==> src/inc/csr_defs.svh <==
// offsets, field positions, reset values and counts for the clock select and reset cause block
`ifndef CSR_DEFS_SVH
`define CSR_DEFS_SVH
`define CSR_TRIM_OFF      12'h000
`define CSR_CAUSE_OFF     12'h004
`define CSR_CLKSTAT_OFF   12'h008
`define CSR_VECTOR_OFF    12'h00C
`define CSR_TRIM_RST      4'h0
`define CSR_STARTUP_CNT   11'h400
`define CSR_VEC_RESET     24'h00_0000
`define CSR_VEC_CLKFAIL   24'h00_0004
`define CSR_F_TRAP        0
`define CSR_F_ILLOP       1
`define CSR_F_PIN         2
`define CSR_F_SOFT        3
`define CSR_F_WDOG        4
`define CSR_F_IDLE        5
`define CSR_F_SLEEP       6
`define CSR_F_POWERUP     7
`define CSR_F_BROWNOUT    8
`define CSR_GRP_PLL       3'h7
`define CSR_GRP_PRIMARY   3'h3
`define CSR_GRP_SECONDARY 3'h0
`define CSR_GRP_FAST_RC   3'h1
`define CSR_GRP_SLOW_RC   3'h2
`define CSR_RESP_OKAY     2'h0
`define CSR_RESP_SLVERR   2'h2
`endif

==> src/inc/csr_pkg.sv <==
// types shared by the clock select and reset cause block
package csr_pkg;
    // clock source chosen at power-up
    typedef enum logic [3:0] {
        CSR_SRC_PLL       = 4'b0001,
        CSR_SRC_PRIMARY   = 4'b0010,
        CSR_SRC_SECONDARY = 4'b0100,
        CSR_SRC_INTERNAL  = 4'b1000
    } csr_src_type;
    // role of the oscillator output pin
    typedef enum logic [1:0] {
        CSR_PIN_GPIO  = 2'h0,
        CSR_PIN_DRIVE = 2'h1,
        CSR_PIN_CLOCK_OUT_PIN  = 2'h2
    } csr_pin_type;
    // start-up sequencer states
    typedef enum logic [2:0] {
        CSR_ST_HOLD  = 3'b001,
        CSR_ST_COUNT = 3'b010,
        CSR_ST_RUN   = 3'b100
    } csr_state_type;
endpackage

==> src/verilog/csr_startup_counter.sv <==
// crystal start-up counter: counts oscillator periods before releasing the clock
`timescale 1ns/1ps
`include "csr_defs.svh"
module csr_startup_counter #(
    parameter int WIDTH = 10
) (
    input  wire logic clk,
    input  wire logic rst_n,
    input  wire logic restart,
    input  wire logic osc_tick,
    output logic      done
);
    logic [WIDTH:0] count;
    wire            at_end = (count == `CSR_STARTUP_CNT);

    // extra top bit marks the full 1024 periods without wrapping
    always_ff @(posedge clk or negedge rst_n) begin
        if (!rst_n) begin
            count <= '0;
        end else if (restart) begin
            count <= '0;
        end else if (osc_tick && !at_end) begin
            count <= count + 1'b1;
        end
    end

    assign done = at_end;
endmodule

==> src/verilog/csr_clock_reset.sv <==
// clock source selection, start-up gating, rc trim and reset cause recording
// Function
// - at power-on or brownout, pick clock source from group and primary fields
// - three-bit group field chooses pll, primary, secondary crystal or internal rc
// - five-bit primary field picks among 13 choices; ignored outside primary groups
// - group 111 pll, 011 primary, 000 secondary, 001 fast rc, 010 slow rc
// - ten-bit counter counts 1024 oscillator periods before releasing the clock
// - start-up count reruns on power-on, brownout and sleep wake-up
// - start-up delay only for primary low-power, standard, low-freq, high-speed crystal (code delays only primary modes 00, 02 and 04)
// - output pin is gpio, crystal drive or clock out per primary mode
// - oscillator input pin is never a general purpose pin
// - four-bit trim field, reset zero, adjusts fast internal rc frequency
// - flags software read/write; hardware touches only named flags per event
// - power-on sets power-up and brownout, clears rest; brownout sets brownout only (code also clears power-up)
// - pin reset running: set pin, clear soft, watchdog, idle, sleep
// - soft reset running: set soft, clear pin, watchdog, idle, sleep
// - pin reset in sleep: set pin and sleep, clear watchdog and idle
// - pin reset in idle: set pin and idle, clear watchdog and sleep
// - interrupt wake from sleep sets sleep flag, resumes at next instruction
//
// Decided for this implementation: the AXI4-Lite slave port and the register offsets.
`timescale 1ns/1ps
`include "csr_defs.svh"
module csr_clock_reset (
    input  wire logic        CLK,
    input  wire logic        RESET_N,
    input  wire logic [2:0]  OSC_GROUP_SEL,
    input  wire logic [4:0]  PRIMARY_OSC_SEL,
    input  wire logic        OSC_TICK,
    input  wire logic        EV_POWER_ON,
    input  wire logic        EV_BROWNOUT,
    input  wire logic        EV_PIN_RESET,
    input  wire logic        EV_SOFT_RESET,
    input  wire logic        EV_WDOG,
    input  wire logic        EV_INT_WAKE,
    input  wire logic        EV_CLK_FAIL,
    input  wire logic        EV_TRAP_CONFLICT,
    input  wire logic        EV_ILLEGAL_OP,
    input  wire logic        IN_SLEEP,
    input  wire logic        IN_IDLE,
    output logic             CLK_RELEASED,
    output logic [3:0]       CLK_SOURCE,
    output logic [4:0]       PRIMARY_MODE,
    output logic [1:0]       OSC_OUT_ROLE,
    output logic             OSC_IN_GPIO_OK,
    output logic [3:0]       RC_TRIM,
    output logic             VECTOR_LOAD,
    output logic [1:0]       VECTOR_KIND,
    output logic [23:0]      VECTOR_ADDR,
    input  wire logic [11:0] S_AXI_AWADDR,
    input  wire logic        S_AXI_AWVALID,
    output logic             S_AXI_AWREADY,
    input  wire logic [31:0] S_AXI_WDATA,
    input  wire logic [3:0]  S_AXI_WSTRB,
    input  wire logic        S_AXI_WVALID,
    output logic             S_AXI_WREADY,
    output logic [1:0]       S_AXI_BRESP,
    output logic             S_AXI_BVALID,
    input  wire logic        S_AXI_BREADY,
    input  wire logic [11:0] S_AXI_ARADDR,
    input  wire logic        S_AXI_ARVALID,
    output logic             S_AXI_ARREADY,
    output logic [31:0]      S_AXI_RDATA,
    output logic [1:0]       S_AXI_RRESP,
    output logic             S_AXI_RVALID,
    input  wire logic        S_AXI_RREADY
);
    // reset release through two flops
    logic rst_meta;
    logic rst_n;
    always_ff @(posedge CLK or negedge RESET_N) begin
        if (!RESET_N) begin
            rst_meta <= 1'b0;
            rst_n    <= 1'b0;
        end else begin
            rst_meta <= 1'b1;
            rst_n    <= rst_meta;
        end
    end

    // configuration latched when leaving power-on or brownout
    logic [2:0] group_sel;
    logic [4:0] prim_sel;
    wire        cfg_load = EV_POWER_ON | EV_BROWNOUT;
    always_ff @(posedge CLK or negedge rst_n) begin
        if (!rst_n) begin
            group_sel <= 3'h0;
            prim_sel  <= 5'h00;
        end else if (cfg_load) begin
            group_sel <= OSC_GROUP_SEL;
            prim_sel  <= PRIMARY_OSC_SEL;
        end
    end
    // live straps used until first clocked cycle after release, latched copy after
    logic cfg_seen;
    always_ff @(posedge CLK or negedge rst_n) begin
        if (!rst_n) cfg_seen <= 1'b0;
        else cfg_seen <= 1'b1;
    end
    wire [2:0] grp_now  = cfg_seen ? group_sel : OSC_GROUP_SEL;
    wire [4:0] prim_now = cfg_seen ? prim_sel : PRIMARY_OSC_SEL;

    // group decode; primary field only meaningful in pll and primary groups
    wire grp_pll  = (grp_now == `CSR_GRP_PLL);
    wire grp_prim = (grp_now == `CSR_GRP_PRIMARY);
    wire grp_sec  = (grp_now == `CSR_GRP_SECONDARY);
    wire grp_int  = (grp_now == `CSR_GRP_FAST_RC) | (grp_now == `CSR_GRP_SLOW_RC);
    wire uses_prim = grp_pll | grp_prim;
    wire [4:0] prim_eff = uses_prim ? prim_now : 5'h00;
    csr_pkg::csr_src_type next_src;
    assign next_src = grp_pll  ? csr_pkg::CSR_SRC_PLL :
                      grp_prim ? csr_pkg::CSR_SRC_PRIMARY :
                      grp_sec  ? csr_pkg::CSR_SRC_SECONDARY :
                                 csr_pkg::CSR_SRC_INTERNAL;

    // crystal modes needing the start-up delay (primary group only)
    wire xtal_mode = grp_prim & ((prim_now == 5'h04) | (prim_now == 5'h02) |
                                 (prim_now == 5'h00));
    // pin role per primary mode, including pll variants
    wire pin_gpio = ~uses_prim | (prim_now == 5'h0D) | (prim_now == 5'h0E) |
                    (prim_now == 5'h0F) | (prim_now == 5'h01) | (prim_now == 5'h0A) |
                    (prim_now == 5'h03) | (grp_prim & (prim_now == 5'h0C)) |
                    (grp_prim & (prim_now == 5'h08));
    wire pin_clock_out_pin = grp_prim & ((prim_now == 5'h0B) | (prim_now == 5'h09));
    csr_pkg::csr_pin_type next_role;
    assign next_role = pin_clock_out_pin ? csr_pkg::CSR_PIN_CLOCK_OUT_PIN :
                       pin_gpio ? csr_pkg::CSR_PIN_GPIO : csr_pkg::CSR_PIN_DRIVE;

    // start-up sequencing
    csr_pkg::csr_state_type state;
    csr_pkg::csr_state_type next_state;
    wire restart = cfg_load | (EV_INT_WAKE & IN_SLEEP) | (EV_WDOG & IN_SLEEP) |
                   (EV_PIN_RESET & IN_SLEEP);
    wire cnt_done;
    csr_startup_counter #(.WIDTH(10)) u_count (
        .clk      (CLK),
        .rst_n    (rst_n),
        .restart  (restart | (state == csr_pkg::CSR_ST_HOLD)),
        .osc_tick (OSC_TICK),
        .done     (cnt_done)
    );

    always_comb begin
        next_state = state;
        unique case (state)
            csr_pkg::CSR_ST_HOLD:  next_state = xtal_mode ? csr_pkg::CSR_ST_COUNT
                                                          : csr_pkg::CSR_ST_RUN;
            csr_pkg::CSR_ST_COUNT: if (cnt_done) next_state = csr_pkg::CSR_ST_RUN;
            csr_pkg::CSR_ST_RUN:   if (restart) next_state = csr_pkg::CSR_ST_HOLD;
            default:               next_state = csr_pkg::CSR_ST_HOLD;
        endcase
    end
    // restart out of count also goes back to hold
    always_ff @(posedge CLK or negedge rst_n) begin
        if (!rst_n) state <= csr_pkg::CSR_ST_HOLD;
        else if (restart && state == csr_pkg::CSR_ST_COUNT) state <= csr_pkg::CSR_ST_HOLD;
        else state <= next_state;
    end

    // registered clock status outputs
    always_ff @(posedge CLK or negedge rst_n) begin
        if (!rst_n) begin
            CLK_RELEASED   <= 1'b0;
            CLK_SOURCE     <= 4'h0;
            PRIMARY_MODE   <= 5'h00;
            OSC_OUT_ROLE   <= 2'h0;
            OSC_IN_GPIO_OK <= 1'b0;
        end else begin
            CLK_RELEASED   <= (next_state == csr_pkg::CSR_ST_RUN) && !restart;
            CLK_SOURCE     <= next_src;
            PRIMARY_MODE   <= prim_eff;
            OSC_OUT_ROLE   <= next_role;
            OSC_IN_GPIO_OK <= 1'b0;
        end
    end

    // bus write path: take address and data in either order
    logic        aw_held;
    logic        w_held;
    logic [11:0] aw_addr;
    logic [31:0] w_data;
    logic [3:0]  w_strb;
    wire         aw_fire  = S_AXI_AWVALID & S_AXI_AWREADY;
    wire         w_fire   = S_AXI_WVALID & S_AXI_WREADY;
    wire         wr_go    = aw_held & w_held & ~S_AXI_BVALID;
    wire         wr_trim  = wr_go & (aw_addr == `CSR_TRIM_OFF);
    wire         wr_cause = wr_go & (aw_addr == `CSR_CAUSE_OFF);
    wire         wr_known = wr_trim | wr_cause;
    wire         next_aw_held = wr_go ? 1'b0 : (aw_held | aw_fire);
    wire         next_w_held  = wr_go ? 1'b0 : (w_held | w_fire);
    // readies are flops that mirror the next held state, so no output is combinational
    always_ff @(posedge CLK or negedge rst_n) begin
        if (!rst_n) begin
            aw_held       <= 1'b0;
            w_held        <= 1'b0;
            aw_addr       <= 12'h000;
            w_data        <= 32'h0000_0000;
            w_strb        <= 4'h0;
            S_AXI_AWREADY <= 1'b0;
            S_AXI_WREADY  <= 1'b0;
        end else begin
            if (aw_fire) aw_addr <= S_AXI_AWADDR;
            if (w_fire) w_data <= S_AXI_WDATA;
            if (w_fire) w_strb <= S_AXI_WSTRB;
            aw_held       <= next_aw_held;
            w_held        <= next_w_held;
            S_AXI_AWREADY <= ~next_aw_held;
            S_AXI_WREADY  <= ~next_w_held;
        end
    end
    // write response
    always_ff @(posedge CLK or negedge rst_n) begin
        if (!rst_n) begin
            S_AXI_BVALID <= 1'b0;
            S_AXI_BRESP  <= `CSR_RESP_OKAY;
        end else if (wr_go) begin
            S_AXI_BVALID <= 1'b1;
            S_AXI_BRESP  <= wr_known ? `CSR_RESP_OKAY : `CSR_RESP_SLVERR;
        end else if (S_AXI_BREADY) begin
            S_AXI_BVALID <= 1'b0;
        end
    end

    // trim register, low byte lane only
    always_ff @(posedge CLK or negedge rst_n) begin
        if (!rst_n) RC_TRIM <= `CSR_TRIM_RST;
        else if (wr_trim && w_strb[0]) RC_TRIM <= w_data[3:0];
    end

    // reset cause flags: each event sets/clears only its named flags
    logic [8:0] cause;
    logic [8:0] set_m;
    logic [8:0] clr_m;
    wire pin_run  = EV_PIN_RESET & ~IN_SLEEP & ~IN_IDLE;
    wire pin_slp  = EV_PIN_RESET & IN_SLEEP;
    wire pin_idl  = EV_PIN_RESET & IN_IDLE & ~IN_SLEEP;
    wire wd_run   = EV_WDOG & ~IN_SLEEP;
    wire wd_wake  = EV_WDOG & IN_SLEEP;
    wire int_wake = EV_INT_WAKE & IN_SLEEP;
    always_comb begin
        set_m = 9'h000;
        clr_m = 9'h000;
        if (EV_POWER_ON) begin
            clr_m = 9'h07F;
            set_m = 9'h180;
        end else if (EV_BROWNOUT) begin
            set_m[`CSR_F_BROWNOUT] = 1'b1;
            clr_m[`CSR_F_POWERUP]  = 1'b1;
        end else begin
            if (pin_run) begin
                set_m[`CSR_F_PIN] = 1'b1;
                clr_m = clr_m | 9'h078;
            end
            if (EV_SOFT_RESET) begin
                set_m[`CSR_F_SOFT] = 1'b1;
                clr_m = clr_m | 9'h074;
            end
            if (pin_slp) begin
                set_m = set_m | 9'h044;
                clr_m = clr_m | 9'h030;
            end
            if (pin_idl) begin
                set_m = set_m | 9'h024;
                clr_m = clr_m | 9'h050;
            end
            if (wd_run) begin
                set_m[`CSR_F_WDOG] = 1'b1;
                clr_m = clr_m | 9'h06C;
            end
            if (wd_wake) set_m = set_m | 9'h050;
            if (int_wake) set_m[`CSR_F_SLEEP] = 1'b1;
            if (EV_TRAP_CONFLICT) set_m[`CSR_F_TRAP] = 1'b1;
            if (EV_ILLEGAL_OP) set_m[`CSR_F_ILLOP] = 1'b1;
        end
    end
    // software write first, then hardware clear, then hardware set wins
    wire [8:0] sw_val = (wr_cause && w_strb[0]) ? {cause[8], w_data[7:0]} : cause;
    wire [8:0] sw_all = (wr_cause && w_strb[1]) ? {w_data[8], sw_val[7:0]} : sw_val;
    always_ff @(posedge CLK or negedge rst_n) begin
        if (!rst_n) cause <= 9'h180;
        else cause <= (sw_all & ~clr_m) | set_m;
    end

    // restart address: clock failure trap leaves flags alone
    wire restart_zero = EV_POWER_ON | EV_BROWNOUT | pin_run | pin_slp | pin_idl |
                        EV_SOFT_RESET | wd_run | EV_TRAP_CONFLICT | EV_ILLEGAL_OP;
    wire resume_next  = wd_wake | int_wake;
    always_ff @(posedge CLK or negedge rst_n) begin
        if (!rst_n) begin
            VECTOR_LOAD <= 1'b0;
            VECTOR_KIND <= 2'h0;
            VECTOR_ADDR <= `CSR_VEC_RESET;
        end else begin
            VECTOR_LOAD <= restart_zero | resume_next | EV_CLK_FAIL;
            VECTOR_KIND <= restart_zero ? 2'h0 : resume_next ? 2'h1 : 2'h2;
            VECTOR_ADDR <= (EV_CLK_FAIL && !restart_zero && !resume_next) ?
                           `CSR_VEC_CLKFAIL : `CSR_VEC_RESET;
        end
    end

    // read path, one cycle
    wire [31:0] rd_mux = (S_AXI_ARADDR == `CSR_TRIM_OFF)    ? {28'h000_0000, RC_TRIM} :
                         (S_AXI_ARADDR == `CSR_CAUSE_OFF)   ? {23'h00_0000, cause} :
                         (S_AXI_ARADDR == `CSR_CLKSTAT_OFF) ?
                             {19'h0_0000, CLK_RELEASED, CLK_SOURCE, prim_sel, group_sel} :
                         (S_AXI_ARADDR == `CSR_VECTOR_OFF)  ? {8'h00, VECTOR_ADDR} :
                                                              32'h0000_0000;
    wire rd_known = (S_AXI_ARADDR == `CSR_TRIM_OFF) | (S_AXI_ARADDR == `CSR_CAUSE_OFF) |
                    (S_AXI_ARADDR == `CSR_CLKSTAT_OFF) | (S_AXI_ARADDR == `CSR_VECTOR_OFF);
    // ready registered from the next rvalid; low while an answer stands
    wire next_rvalid = (S_AXI_ARVALID & S_AXI_ARREADY) | (S_AXI_RVALID & ~S_AXI_RREADY);
    always_ff @(posedge CLK or negedge rst_n) begin
        if (!rst_n) S_AXI_ARREADY <= 1'b0;
        else S_AXI_ARREADY <= ~next_rvalid;
    end
    always_ff @(posedge CLK or negedge rst_n) begin
        if (!rst_n) begin
            S_AXI_RVALID <= 1'b0;
            S_AXI_RDATA  <= 32'h0000_0000;
            S_AXI_RRESP  <= `CSR_RESP_OKAY;
        end else if (S_AXI_ARVALID && S_AXI_ARREADY) begin
            S_AXI_RVALID <= 1'b1;
            S_AXI_RDATA  <= rd_mux;
            S_AXI_RRESP  <= rd_known ? `CSR_RESP_OKAY : `CSR_RESP_SLVERR;
        end else if (S_AXI_RREADY) begin
            S_AXI_RVALID <= 1'b0;
        end
    end

    // checks
    a_pin_never_gpio: assert property (@(posedge CLK) disable iff (!rst_n)
        !OSC_IN_GPIO_OK) else $error("input pin offered as gpio");
    a_por_flags: assert property (@(posedge CLK) disable iff (!rst_n)
        EV_POWER_ON |=> cause == 9'h180) else $error("power-on flags wrong");
    a_brown_flags: assert property (@(posedge CLK) disable iff (!rst_n)
        (EV_BROWNOUT && !EV_POWER_ON) |=> cause[8] && !cause[7])
        else $error("brownout flags wrong");
    a_soft_flags: assert property (@(posedge CLK) disable iff (!rst_n)
        (EV_SOFT_RESET && !cfg_load) |=> cause[3] && (cause[6:4] == 3'h0) && !cause[2])
        else $error("soft reset flags wrong");
    a_int_wake: assert property (@(posedge CLK) disable iff (!rst_n)
        (int_wake && !cfg_load) |=> cause[6]) else $error("sleep flag not set");
    a_clkfail_vec: assert property (@(posedge CLK) disable iff (!rst_n)
        (EV_CLK_FAIL && !restart_zero && !resume_next) |=> VECTOR_ADDR == 24'h00_0004)
        else $error("clock fail vector wrong");
    a_xtal_wait: assert property (@(posedge CLK) disable iff (!rst_n)
        (state == csr_pkg::CSR_ST_COUNT && !cnt_done) |=> !CLK_RELEASED)
        else $error("clock released early");
    a_trim_hold: assert property (@(posedge CLK) disable iff (!rst_n)
        !wr_trim |=> RC_TRIM == $past(RC_TRIM)) else $error("trim changed");
    c_xtal_start: cover property (@(posedge CLK) disable iff (!rst_n)
        state == csr_pkg::CSR_ST_COUNT ##1 state == csr_pkg::CSR_ST_RUN);
    c_pin_sleep: cover property (@(posedge CLK) disable iff (!rst_n) pin_slp);
    c_trim_write: cover property (@(posedge CLK) disable iff (!rst_n) wr_trim);
endmodule

==> config.mk <==
export PLATFORM = sky130hd
export DESIGN_NAME = csr_clock_reset
export DESIGN_NICKNAME = d
export VERILOG_FILES = /design/src/inc/csr_pkg.sv /design/src/verilog/csr_startup_counter.sv /design/src/verilog/csr_clock_reset.sv
export VERILOG_INCLUDE_DIRS = /design/src /design/src/inc
export SDC_FILE = /design/constraint.sdc
export NUM_CORES = 1
export LEC_CHECK = 0
export BUFFER_PORTS_ARGS = -buffer_cell sky130_fd_sc_hd__buf_2
export CAP_MARGIN = 30
export CELL_PAD_IN_SITES_DETAIL_PLACEMENT = 0
export CELL_PAD_IN_SITES_GLOBAL_PLACEMENT = 1
export CORE_MARGIN = 2
export CORE_UTILIZATION = 40
export CTS_CLUSTER_DIAMETER = 30
export DETAILED_ROUTE_END_ITERATION = 6
export PLACE_DENSITY_LB_ADDON = 0.1
export SYNTH_ARGS = -nofsm -noshare
export SYNTH_HDL_FRONTEND = slang
export SYNTH_SLANG_ARGS = --single-unit
==> constraint.sdc <==
create_clock -name CLK -period 6.7 [get_ports CLK]
set_input_delay 0.67 -clock CLK [delete_from_list [all_inputs] [get_ports CLK]]
set_output_delay 0.67 -clock CLK [all_outputs]
set_load 0.05 [all_outputs]
==> reports/metrics.csv <==
metric,value,unit
run_status,"finished, final reports clean",
grt_max_degree,59,
die_area,0.0124,mm2
ys_dominant_reg_cell,dfrtp_1,
worst_setup_path_start_kind,flip-flop,
hold_violations,0,
nNetsFinal,608,
cts_hold_buf,0,
power.switching,521,uW
ios,172,
synth_edf_count,0,
hp-class,in2async,
cts_root_buf,clkbuf_16,
synth_cell_type_count,48,
drv_slew,0,
fin_skew,9.39,ps
core-area,0.0114,mm2
combPwrFrac,20.8,%
detail-route-antenna-nets,0,
fin_crit_sh,34.9,%
viasPerCell,4.72,
cts_tree,yes,
htree_levels,3,
slew_headroom,38.6,%
cp.arrival,2560,ps
peakVddDrop,0.166,mV
max_freq,428,MHz
finalPower,1.70,mW
vias,3146,
port_buffers,101,
end_kind,flip-flop,
grt_pass1_vias,3046,
fin_tns_setup,0,ps
wl_per_cell,14.2,um
grt_pass1_wl,15400,um
post_cts_buffers,0,
area_growth,18.0,%
syn_avg_cell_area,11.1,um2
cap_violations,0,
power.density,311,mW/mm2
cts.sinks,99,
antenna_cells,0,
rows,39,
dr.pass1.iters,4,
tightest_slew,913,ps
p_clk_share,33.0,%
numCtsBuffers,9,
insertion_delay,350,ps
die_h,112,um
p_int,1.18,mW
yosys_warnings,0,
die_width,112,um
grt_use_total,15.7,%
drc,0,
synthTopCellsByArea,"dfrtp_1 (52%), mux2_2 (8.8%), buf_4 (7.3%)",
antenna_found_initial,0,
fin_crit,2340,ps
drt_iter0_drc,127,
swShare,30.7,%
synth_area,0.00463,mm2
p_leak,2.72,nW
yosysTopAreaCell,dfrtp_1,
ys_seq_area_share,53.6,%
cts-resized-gates,0,
synth_seq_cells,99,
gp_congestion,0.779,
rsz0062_at_grt,false,
drive_gt1_share,31.9,%
wirelength,9480,um
cts_buffer_depth,2,
cp_max_fo,18,
path_clk_slew,70,ps
grt-ovfl-total,0,
seq_power_share,46.2,%
netlist.area_leader.share,51.9,%
ys_async_sr_fraction,100,%
start_util,40.7,%
cp.required,6920,ps
critPathKind,reg2reg,
syn_inst,415,
setup_viol_count_final,0,
dp_hpwl,7140,um
## cell usage in the layout (no fill, tap or decap), drive strengths merged, types with 2 or more instances in the layout
cell / instances
a211oi: 2
dfrtp: 96
xor2: 7
a21oi: 16
and2: 4
o21bai: 2
dfstp: 3
buf: 104
nor3b: 3
nand2b: 5
nand2: 32
conb: 47
mux2i: 17
and3: 3
nand4: 4
bufinv: 2
nor2b: 3
nor4: 4
mux2: 37
a22oi: 5
nand3b: 2
nand3: 10
clkinv: 3
o31ai: 6
nor3: 6
a31oi: 4
a22o: 5
xnor2: 2
nor4b: 2
or4: 2
ha: 2
inv: 16
clkbuf: 10
nor2: 37
o21ai: 11
## logic make-up (layout without fill, tap and decap cells)
kind of cell,Yosys count,after routing,synth area share [%]
other cells,2,47,0.162
xor+xnor,9,9,1.70
buf+inv,71,135,9.41
compound gates,58,58,8.11
flops,99,99,53.6
mux,55,55,13.3
simple gates,119,119,13.2
fa+ha+maj,2,2,0.541
## critical path: stages, from the launching register on
cell and delay, ps:
dfrtp_1 740, mux2i_1 460, nand2_1 100, a211oi_1 470, nor2_1 90, o311a_1 350
## synthesized netlist by cell type, types with 4 or more instances
library cell,instances
dfrtp_1,96
a22o_1,5
clkbuf_1,9
nand2b_1,5
nand3_1,9
and2_1,4
nand2_1,32
mux2_2,36
xor2_1,7
nand4_1,4
a22oi_1,5
o31ai_1,6
nor2_1,37
inv_1,15
a31oi_1,4
buf_4,45
nor3_1,6
mux2i_1,17
o21ai_0,11
a21oi_1,16
## flip-flops by register name (all words and copies together) (netlist names), 2 cells and up
signal / flops
state: 3
prim_sel: 5
RC_TRIM: 4
OSC_OUT_ROLE: 2
cause: 9
group_sel: 3
w_data: 9
PRIMARY_MODE: 5
w_strb: 2
u_count.count: 11
CLK_SOURCE: 4
S_AXI_RDATA: 13
VECTOR_KIND: 2
aw_addr: 12
## layout make-up
type / instances / area (um2)
clock buffer: 10 / 239
clock inverter: 6 / 87.6
fill: 1094 / 5910
inverter: 15 / 56.3
multi-input combinational: 290 / 1880
sequential: 99 / 2480
tap: 143 / 179
timing repair buffer: 104 / 532
## final timing paths
path	start	to	slack, ps	cells past startpoint
max in group asynchronous	rst_n$_DFF_PN0_	w_data[3]$_DFFE_PN0P_	5260	1
worst max register to register	cfg_seen$_DFF_PN0_	CLK_RELEASED$_DFF_PN0_	4360	5
min in group CLK	rst_meta$_DFF_PN0_	rst_n$_DFF_PN0_	360	0
worst max-delay path	cfg_seen$_DFF_PN0_	CLK_RELEASED$_DFF_PN0_	4360	5
worst min-delay path	RESET_N	rst_n$_DFF_PN0_	90	1
worst min register to register	rst_n$_DFF_PN0_	u_count.count[10]$_DFFE_PN0P_	320	0
## power groups by stage
stage | sequential [mW] | combinational [mW] | clock [mW]
3_3_place_gp | 0.792 | 0.352 | 0
6_report | 0.783 | 0.354 | 0.560
3_5_place_dp | 0.795 | 0.358 | 0
4_1_cts | 0.785 | 0.358 | 0.576
5_1_grt | 0.797 | 0.383 | 0.603
2_1_floorplan | 0.835 | 0.247 | 0
## per-layer routing
layer  up-vias  track usage (%)  routed length (um)
met2        91             23.3                4230
li1       1560                -                   -
met5         -                0                   0
met1      1480             21.8                4500
met3        15             3.92                 557
met4         0             7.16                 189
## metrics by stage
step	util (%)	hold slack (ps)	instances	area (um2)	setup slack (ps)
floorplan	-	331	460	4790	3740
global placement	45.0	327	650	5120	4050
detailed placement	45.1	334	651	5130	4100
CTS	48.0	83.4	667	5460	4360
global route	48.0	79.4	667	5460	4170
finish	48.0	94.7	667	5460	4360
Power figures use the tool's default switching activity.
